[src/inc/sigc_pkg.sv]
// Constants shared by the socket interrupt and general control block.
// Assumes an 8-bit register port and a 12-bit socket-relative address.
package sigc_pkg;
	// ****************************************
	// Widths
	// ****************************************
	localparam int ADDR_W = 12;
	localparam int DATA_W = 8;
	localparam int SEL_W = 4;
	localparam int LINE_COUNT = 16;

	// ****************************************
	// Register map
	// ****************************************
	// Legacy socket space offset and socket window offset of the control register
	localparam logic [ADDR_W-1:0] OFS_LEGACY_CTRL = 12'h003;
	localparam logic [ADDR_W-1:0] OFS_SOCKET_CTRL = 12'h803;
	localparam logic [DATA_W-1:0] CTRL_RESET_VAL = 8'h00;
	localparam logic [DATA_W-1:0] RDATA_UNMAPPED = 8'h00;

	// ****************************************
	// Field positions of the control register
	// ****************************************
	localparam int BIT_RING_EN = 7;
	localparam int BIT_RESET_REL = 6;
	localparam int BIT_KIND_IO = 5;
	localparam int BIT_PCI_ROUTE = 4;
	localparam int SEL_HI = 3;
	localparam int SEL_LO = 0;

	// ****************************************
	// Interrupt select codes
	// ****************************************
	localparam logic [SEL_W-1:0] CODE_NONE = 4'h0;
	localparam logic [SEL_W-1:0] CODE_MGMT_IRQ = 4'h2;
	localparam logic [SEL_W-1:0] CODE_FIRST_NUMERIC = 4'h3;
	// Lines reachable by numeric code; 0 means no routing, 2 is the management interrupt code
	localparam logic [LINE_COUNT-1:0] LINE_VALID_MASK = 16'hFFFA;
	localparam logic [LINE_COUNT-1:0] LINE_ONE = 16'h0001;
endpackage

[src/core/sigc_route.sv]
// Registered router from a 4-bit select code to legacy lines or the management interrupt.
// Assumes req is a level synchronous to clk.
`timescale 1ns/10ps
`default_nettype none
module sigc_route
	import sigc_pkg::*;
(
	input wire logic clk,
	input wire logic rst_b,
	input wire logic req,
	input wire logic [sigc_pkg::SEL_W-1:0] code,
	output logic [sigc_pkg::LINE_COUNT-1:0] line_reg,
	output logic mgmt_reg
);
	import sigc_pkg::*;

	// ****************************************
	// Decode
	// ****************************************
	function automatic logic [LINE_COUNT-1:0] line_of(input logic [SEL_W-1:0] c);
		logic [LINE_COUNT-1:0] one;
		one = LINE_ONE << c;
		return one & LINE_VALID_MASK;
	endfunction

	logic [LINE_COUNT-1:0] line_next;
	logic mgmt_next;

	always_comb
	begin
		// RQ7 numeric lines
		// RQ10 code equals line
		line_next = req ? line_of(code) : '0;
		// RQ7 management interrupt code
		mgmt_next = req && (code == CODE_MGMT_IRQ);
	end

	always_ff @(posedge clk or negedge rst_b)
	begin
		if (!rst_b)
		begin
			line_reg <= '0;
			mgmt_reg <= 1'b0;
		end
		else
		begin
			line_reg <= line_next;
			mgmt_reg <= mgmt_next;
		end
	end
endmodule // sigc_route
`default_nettype wire

[src/core/sigc_ctrl.sv]
// Socket interrupt and general control register with its routing logic.
// Assumes register strobes and card pins synchronous to clk, host clock domain.
`timescale 1ns/10ps
`default_nettype none
// Notes on behaviour
// RQ1: Bit 7 turns the battery-detect-one pin into a ring indicate input.
// RQ2: Bit 6 zero holds card reset asserted; one releases it.
// RQ3: Software reset bit acts on 16-bit cards only, never 32-bit ones.
// RQ4: Bit 5 gives card kind: zero memory card, one I/O card.
// RQ5: Bit 4 set sends status-change interrupts to PCI, else to select field.
// RQ6: Select code zero routes no functional interrupt; ORed with PCI routing bit.
// RQ7: Bits 3..0 pick functional destination; 0001 line 1, 0010 management interrupt.
// RQ8: Register read/write at legacy 03h and socket 803h; resets to 00h.
// RQ9: Under ring operation status bit 0 shows ring indicate, not battery dead.
// RQ10: Other codes route to the line of equal number; reserved codes route nowhere.
module sigc_ctrl
	import sigc_pkg::*;
(
	input wire logic clk,
	input wire logic rst_b,
	input wire logic reg_wr,
	input wire logic reg_rd,
	input wire logic reg_legacy_space,
	input wire logic [sigc_pkg::ADDR_W-1:0] reg_addr,
	input wire logic [sigc_pkg::DATA_W-1:0] reg_wdata,
	output logic [sigc_pkg::DATA_W-1:0] reg_rdata,
	output logic reg_rvalid,
	input wire logic card_is_16bit,
	input wire logic battery_detect_one,
	input wire logic battery_dead_status,
	input wire logic card_func_irq,
	input wire logic card_status_change,
	input wire logic [sigc_pkg::SEL_W-1:0] status_change_irq_select,
	output logic card_reset_16,
	output logic ring_indicate_active,
	output logic card_kind_select,
	output logic status_bit0,
	output logic status_change_pci_irq,
	output logic [sigc_pkg::LINE_COUNT-1:0] status_change_legacy_irq,
	output logic [sigc_pkg::LINE_COUNT-1:0] func_legacy_irq,
	output logic system_management_irq,
	output logic status_change_mgmt_irq
);
	import sigc_pkg::*;

	// ****************************************
	// Register port
	// ****************************************
	logic [DATA_W-1:0] ctrl_reg;
	logic ctrl_hit;
	logic ring_indicate_enable;
	logic status_change_pci_route;
	logic [SEL_W-1:0] card_irq_select;
	logic status_change_to_pci;

	// RQ8 both address spaces
	assign ctrl_hit = reg_legacy_space ? (reg_addr == OFS_LEGACY_CTRL)
		: (reg_addr == OFS_SOCKET_CTRL);

	assign ring_indicate_enable = ctrl_reg[BIT_RING_EN];
	assign status_change_pci_route = ctrl_reg[BIT_PCI_ROUTE];
	assign card_irq_select = ctrl_reg[SEL_HI:SEL_LO];

	// RQ8 write and reset
	always_ff @(posedge clk or negedge rst_b)
	begin
		if (!rst_b)
			ctrl_reg <= CTRL_RESET_VAL;
		else if (reg_wr && ctrl_hit)
			ctrl_reg <= reg_wdata;
	end

	// Read data registered; a read beside a write in one cycle sees the old value
	always_ff @(posedge clk or negedge rst_b)
	begin
		if (!rst_b)
		begin
			reg_rdata <= RDATA_UNMAPPED;
			reg_rvalid <= 1'b0;
		end
		else
		begin
			reg_rvalid <= reg_rd;
			if (reg_rd)
				reg_rdata <= ctrl_hit ? ctrl_reg : RDATA_UNMAPPED;
		end
	end

	// ****************************************
	// Card reset and card kind
	// ****************************************
	always_ff @(posedge clk or negedge rst_b)
	begin
		if (!rst_b)
		begin
			card_reset_16 <= 1'b0;
			card_kind_select <= 1'b0;
		end
		else
		begin
			// RQ2 reset level
			// RQ3 16-bit only
			card_reset_16 <= card_is_16bit && !ctrl_reg[BIT_RESET_REL];
			// RQ4 card kind
			card_kind_select <= ctrl_reg[BIT_KIND_IO];
		end
	end

	// ****************************************
	// Ring indicate
	// ****************************************
	// The pin is active low while it serves as ring indicate
	always_ff @(posedge clk or negedge rst_b)
	begin
		if (!rst_b)
		begin
			ring_indicate_active <= 1'b0;
			status_bit0 <= 1'b0;
		end
		else
		begin
			// RQ1 ring enable
			ring_indicate_active <= ring_indicate_enable && !battery_detect_one;
			// RQ9 status bit source
			status_bit0 <= ring_indicate_enable ? !battery_detect_one : battery_dead_status;
		end
	end

	// ****************************************
	// Status-change routing
	// ****************************************
	// RQ5 PCI routing bit
	// RQ6 zero code ORed
	assign status_change_to_pci = status_change_pci_route || (card_irq_select == CODE_NONE);

	always_ff @(posedge clk or negedge rst_b)
	begin
		if (!rst_b)
			status_change_pci_irq <= 1'b0;
		else
			status_change_pci_irq <= card_status_change && status_change_to_pci;
	end

	// RQ5 legacy select field
	sigc_route u_status_route
	(
		.clk(clk),
		.rst_b(rst_b),
		.req(card_status_change && !status_change_to_pci),
		.code(status_change_irq_select),
		.line_reg(status_change_legacy_irq),
		.mgmt_reg(status_change_mgmt_irq)
	);

	// ****************************************
	// Functional interrupt routing
	// ****************************************
	// Memory cards raise no functional interrupt, so the request is gated by kind
	// RQ7 functional destination
	sigc_route u_func_route
	(
		.clk(clk),
		.rst_b(rst_b),
		.req(card_func_irq && ctrl_reg[BIT_KIND_IO]),
		.code(card_irq_select),
		.line_reg(func_legacy_irq),
		.mgmt_reg(system_management_irq)
	);
endmodule // sigc_ctrl
`default_nettype wire

[config.mk]
export PLATFORM = sky130hd
export DESIGN_NAME = sigc_ctrl
export DESIGN_NICKNAME = d
export VERILOG_FILES = /design/src/inc/sigc_pkg.sv /design/src/core/sigc_route.sv /design/src/core/sigc_ctrl.sv
export SDC_FILE = /design/constraint.sdc
export NUM_CORES = 1
export LEC_CHECK = 0
export BUFFER_PORTS_ARGS = -buffer_cell sky130_fd_sc_hd__clkbuf_2
export CAP_MARGIN = 20
export CORE_MARGIN = 1
export CORE_UTILIZATION = 53
export CTS_BUF_LIST = sky130_fd_sc_hd__clkbuf_8
export DETAILED_ROUTE_END_ITERATION = 7
export PLACE_DENSITY = 0.87
export SLEW_MARGIN = 20
export SYNTH_ARGS = -nofsm -noshare
export SYNTH_HDL_FRONTEND = slang
export SYNTH_SLANG_ARGS = --single-unit
[constraint.sdc]
create_clock -name clk -period 3.4 [get_ports clk]
set_input_delay 0.34 -clock clk [delete_from_list [all_inputs] [get_ports clk]]
set_output_delay 0.34 -clock clk [all_outputs]
set_load 0.01 [all_outputs]
## Yosys cells after proc, flatten, opt, wreduce, memory -nomap -nowiden

Cells that the tools add are included.

| storage, ports and cells | value |
|---|---|
| register bits after elaboration | 56 |

| operators by class | value |
|---|---|
| equal/unequal tests | 4 |
| shift operators | 2 |
| muxes and demuxes | 5 |
| reduce and logical (&&, ||, !) cells | 13 |

Operator list:

| kind | count |
|---|---|
| 16-bit 2-to-1 mux | 2 |
| 1-bit by 4-bit << shifter with 16-bit output, first input constant | 2 |
| 12-bit equality test, second input constant | 1 |
| 12-bit by 2-bit equality test with 1-bit output, second input constant | 1 |
| 4-bit by 2-bit equality test with 1-bit output, second input constant | 2 |
| 1-bit logical AND | 8 |
| 8-bit 2-to-1 mux | 1 |
| 4-bit logical NOT | 1 |
| 1-bit logical NOT | 3 |
| 1-bit 2-to-1 mux | 2 |
| 1-bit logical OR | 1 |

## Longest topological paths before layout

| logic depth | value |
|---|---|
| depth in word-level cells | 5 |
| depth in mapped cells | 6 |
| mapped depth without buffers | 4 |

## Modules after synthesis

Synthesis repeated with hierarchy kept, for this count alone.

| second synthesis, totals | value |
|---|---|
| cells, all modules | 153 |
| area total of the unflattened synthesis | 1880.6 um^2 |

By module, submodules not included:

| module | times used | cells an instance | area each (um^2) | seq. area each (um^2) |
|---|---|---|---|---|
| sigc_route | 2 | 40 | 499.2 | 375.4 |
| sigc_ctrl | 1 | 73 | 882.1 | 550.5 |

## Least setup slack after synthesis

OpenSTA, ideal clock, no wires.

| path | value |
|---|---|
| path type | input-to-reg |
| from | input port reg_addr[9] (netlist bit) |
| to | register ctrl_reg[0] |
| library setup time | 125 ps |
| arrival time | 1483 ps |
| required time | 3275 ps |
| setup slack | 1792 ps |
| cell stages on the path | 5 |
| path through | nor3_1 -> nand4_4 -> or2_1 -> buf_6 -> mux2_4 |

| on the way | value |
|---|---|
| cells in the longest elaborated chain, start to end | 3 |
| elaborated cells between the ends (all ways) | 4 |
| those cells by class | 2 x eq/ne; 1 x mux; 1 x reduce/logical |

RTL lines:

| element | line | source |
|---|---|---|
| start, declared | sigc_ctrl.sv:24 | `input wire logic [sigc_pkg::ADDR_W-1:0] reg_addr,` |
| 12-bit equality test / 12-bit by 2-bit equality test with 1-bit output (equally long branches) | sigc_ctrl.sv:58, sigc_ctrl.sv:57 |  |
| 1-bit 2-to-1 mux (*) | sigc_ctrl.sv:57 | `assign ctrl_hit = reg_legacy_space ? (reg_addr == OFS_LEGACY_CTRL)` |
| 1-bit logical AND (*) | sigc_ctrl.sv:69 | `else if (reg_wr && ctrl_hit)` |
| end signal, assigned | sigc_ctrl.sv:70 | `ctrl_reg <= reg_wdata;` |
| end, declared | sigc_ctrl.sv:49 | `logic [DATA_W-1:0] ctrl_reg;` |

Every way passes the cells marked *; elsewhere a longest branch is shown, timed or not.
A chain may end at the register's enable or synchronous reset.

## Worst setup path after layout

| path | value |
|---|---|
| from | register ctrl_reg[1] |
| to | register u_status_route.line_reg[8] (netlist bit) |

| on the way | value |
|---|---|
| cells in the longest elaborated chain, start to end | 5 |

RTL lines:

| element | line | source |
|---|---|---|
| 4-bit logical NOT | sigc_ctrl.sv:134 | `assign status_change_to_pci = status_change_pci_route \|\| (card_irq_select == CODE_NONE);` |
| 1-bit logical OR | sigc_ctrl.sv:134 |  |
| 1-bit logical NOT | sigc_ctrl.sv:149 | `.req(card_status_change && !status_change_to_pci),` |
| 1-bit logical AND | sigc_ctrl.sv:149 |  |
| 16-bit 2-to-1 mux | sigc_route.sv:33 | `line_next = req ? line_of(code) : '0;` |
| via u_status_route.line_next[8] | sigc_route.sv:26 | `logic [LINE_COUNT-1:0] line_next;` |
| end signal, assigned | sigc_route.sv:47 | `line_reg <= line_next;` |
| end, declared | sigc_route.sv:12 | `output logic [sigc_pkg::LINE_COUNT-1:0] line_reg,` |

The timed path passes the listed nets, and every way through them passes these cells.

==> metrics.md <==
| Metric | Value |
|---|---|
| Worst r2r path cells | `4` |
| Largest cells by area after synthesis | `dfrtp_1 67%, mux2_4 6.2%, nor3_1 3.3%` |
| CP startpoint | `ctrl_reg[1]` |
| Sw Ratio | `22.83%` |
| Worst Path Required | `roughly 3600 ps` |
| Met3 usage | `4.197%` |
| Yosys cell types | `22` |
| Resize count post-CTS | `0` |
| Clock Latency Late Sink | `roughly 300 ps` |
| Hold Violations, Final | `0` |
| Number of flops mapped to enable cells by yosys | `0` |
| P_int | `between 0.7 and 0.8 mW` |
| Least-Margin Pin Slew | `slightly below 600 ps` |
| Post-layout min period | `about 1600 ps` |
| WL/cell | `around 13 um` |
| Share of flip-flops with an asynchronous set or reset | `100.0%` |
| Routability Congestion | `between 0.7 and 0.8` |
| First-pass GRT wire length | `between 5000 and 6000 um` |
| Layout area overhead | `24.98%` |
| Layout Nets | `roughly 270` |
| Critical-path maximum fanout | `15` |
| Multi-input logic area | `553.0 um^2` |
| Slew Viols, Final | `0` |
| Outcome | `finished clean` |
| Crit start category | `flop` |
| Post-synthesis xor/xnor area fraction | `less than 1%` |
| Core Region | `between 0.003 and 0.004 mm^2` |
| Peak supply drop | `229.2 uV` |
| Worst Path Arrival | `approximately 1800 ps` |
| Hold Path Class | `in2async` |
| DRT Wirelength | `3658 um` |
| Sequential cell area | `about 0.0013 mm^2` |
| Vias per cell | `just under 5` |
| IO Count | `82` |
| Syn_area_per_cell | `roughly 12 um^2` |
| Met1 layer usage reported by global route | `26.32%` |
| Total negative slack | `0 ps` |
| Worst hold margin | `~26 ps` |
| Max Cap Viol | `0` |
| Post-Synth Simple-Gate Area | `between 10% and 20%` |
| Clk network pwr share | `around 33%` |
| RSZ-0062 raised after global routing | `no` |
| Vias in the first global route | `about 1.3k` |
| Starting Density | `57.03%` |
| Layout cell share with drive strength beyond 1 | `41.63%` |
| # diodes | `0` |
| Sw power | `around 0.23 mW` |
| Post-synthesis compound-gate area fraction | `2.954%` |
| Post-synthesis cell count | `around 160` |
| # setup viols final | `0` |
| CP Capture Type | `flop` |
| Worst clock skew | `4.814 ps` |
| Multiplexer area fraction after synthesis | `6.166%` |
| Chip width | `62.63 um` |
| GR peak layer | `met2` |
| Reg2reg start | `ctrl_reg[1]` |
| Clk slew on worst S/H paths | `~90 ps` |
| Clock H-tree levels | `2` |
| M2 GR Usage | `between 30% and 40%` |
| CTS tree | `yes` |
| Top cell type's share of synthesized area | `between 60 and 70%` |
| CTS Hold Bufs | `0` |
| Period utilization | `about 47%` |
| Post-CTS setup repair buffer count | `0` |
| Total number of vias | `1387` |
| Largest net degree at the start of global routing | `28` |
| Crit Path Class | `reg2reg` |
| Die Y | `62.63 um` |
| Relative slew margins | `between 60 and 70%` |
| Pwr/cell area | `between 400 and 500 mW/mm^2` |
| Fmax | `between 600 and 700 MHz` |
| Seq pwr share | `roughly three fifths` |
| CTS buffer count | `5` |
| Pleak | `roughly 1.3 nW` |
| YS warnings | `0` |
| Seq cells post-synth | `52` |
| Largest family of logic cells by synthesized area | `simple AND/OR/NAND/NOR gates` |
| Seq/Total Area, Yosys | `66.80%` |
| DR pass1 iterations | `4` |
| Fill cell count | `roughly 270` |
| Gr ovfl total | `0` |
| Remaining DRCs | `0` |
| Clock root buffer master | `clkbuf_8` |
| Die footprint | `between 0.003 and 0.004 mm^2` |
| Std-Cell Rows | `21` |
| Antenna violations before repair | `0` |
| Max Root-Sink Buffers | `2` |
| Prevailing post-synth register cell | `dfrtp_1` |
| I/O Buffers | `77` |
| Tot GR Track Use | `between 20% and 30%` |
| Syn Std Cell Area | `a little under 0.002 mm^2` |
| Routed Antenna Nets | `0` |
| Clock sink count | `between 50 and 60` |
| Adder-Cell Fraction of Synth Area | `0%` |
| Hpwl dp | `2808 um` |
| Gate power share | `5.6%` |
| Initial DRC count | `86` |
| Synth area leader | `dfrtp_1` |
cells in the mapped netlist (2+ instances only):
library cell / number
inv_1: 10
o22ai_1: 8
nor2_1: 12
nand2b_1: 6
clkbuf_1: 7
buf_4: 4
dfrtp_1: 52
mux2_4: 8
nor2b_1: 2
nand2_1: 14
nor4_1: 10
nor3_1: 13
cell families (layout without fill, tap and decap cells):
kind of cell / after synthesis / in the layout
flip-flops: 52 / 52
multiplexers: 8 / 8
other: 1 / 4
buffers and inverters: 22 / 96
AND/OR/NAND/NOR: 63 / 63
AO/OA/AOI/OAI: 9 / 9
XOR/XNOR: 1 / 1
critical path, cell delays in order (launching register included):
cell and delay, ps:
dfrtp_1 510, nor4_1 110, nor2_1 150, nand2_1 290, nor4_1 410
stage by stage:
stage	area, um^2	total power [mW]	utilization, %	std cells	setup WS, ps
4_1_cts	2435	1.031	71.28	279	1793
3_5_place_dp	2342	0.6937	68.57	271	1496
2_1_floorplan	1959	0.6558	-	159	1792
5_1_grt	2435	1.066	71.28	279	1585
6_report	2435	1.022	71.28	279	1815
3_3_place_gp	2342	0.6919	68.57	271	1569
final cells by class:
cell class                      count  area share (%)
Sequential cell                    52           53.44
Multi-Input combinational cell     85           22.71
Timing Repair Buffer               78           16.14
Clock buffer                        5           2.826
Tap cell                           46           2.364
Inverter                           10           1.542
Clock inverter                      3          0.9764
power by group through the flow:
stage               sequential (mW)  clock (mW)  combinational, mW
global route                  0.623       0.378             0.0642
detailed placement            0.635           0             0.0589
global placement              0.635           0             0.0572
CTS                           0.623       0.349             0.0589
floorplan                     0.636           0             0.0200
finish                        0.622       0.342             0.0574
cells in the final DEF (no fill, tap or decap):
| cell | count |
|---|---|
| clkbuf_2 | 77 |
| dfrtp_1 | 52 |
| nand2_1 | 14 |
| nor3_1 | 13 |
| nor2_1 | 12 |
| nor4_1 | 10 |
| inv_1 | 10 |
| mux2_4 | 8 |
| o22ai_1 | 8 |
| nand2b_1 | 6 |
| clkbuf_8 | 5 |
| conb_1 | 4 |
| nor2b_1 | 2 |
| clkinvlp_4 | 2 |
| nand4_1 | 1 |
| nand4b_1 | 1 |
| a21o_1 | 1 |
| nor4_4 | 1 |
| and4bb_2 | 1 |
| xor2_1 | 1 |
| nand4_4 | 1 |
| or2_1 | 1 |
| clkinv_4 | 1 |
| buf_4 | 1 |
final timing paths:
check,to,slack (ps)
worst max-delay path,u_status_route.line_reg[8],1820
worst min register to register,card_reset_16,490
min in group clk,ring_indicate_active,190
max in group asynchronous,u_func_route.line_reg[3],2610
worst max register to register,u_status_route.line_reg[8],1820
worst min-delay path,u_status_route.line_reg[10],30
routing by layer:
layer	wire length (um)	vias to the layer above	share of wire (%)
met5	0	-	0
met3	202	4	5.5
met1	1551	652	42
met2	1863	64	51
li1	-	667	-
met4	40	0	1.1
Note: power is estimated with default switching activity, not from simulation.
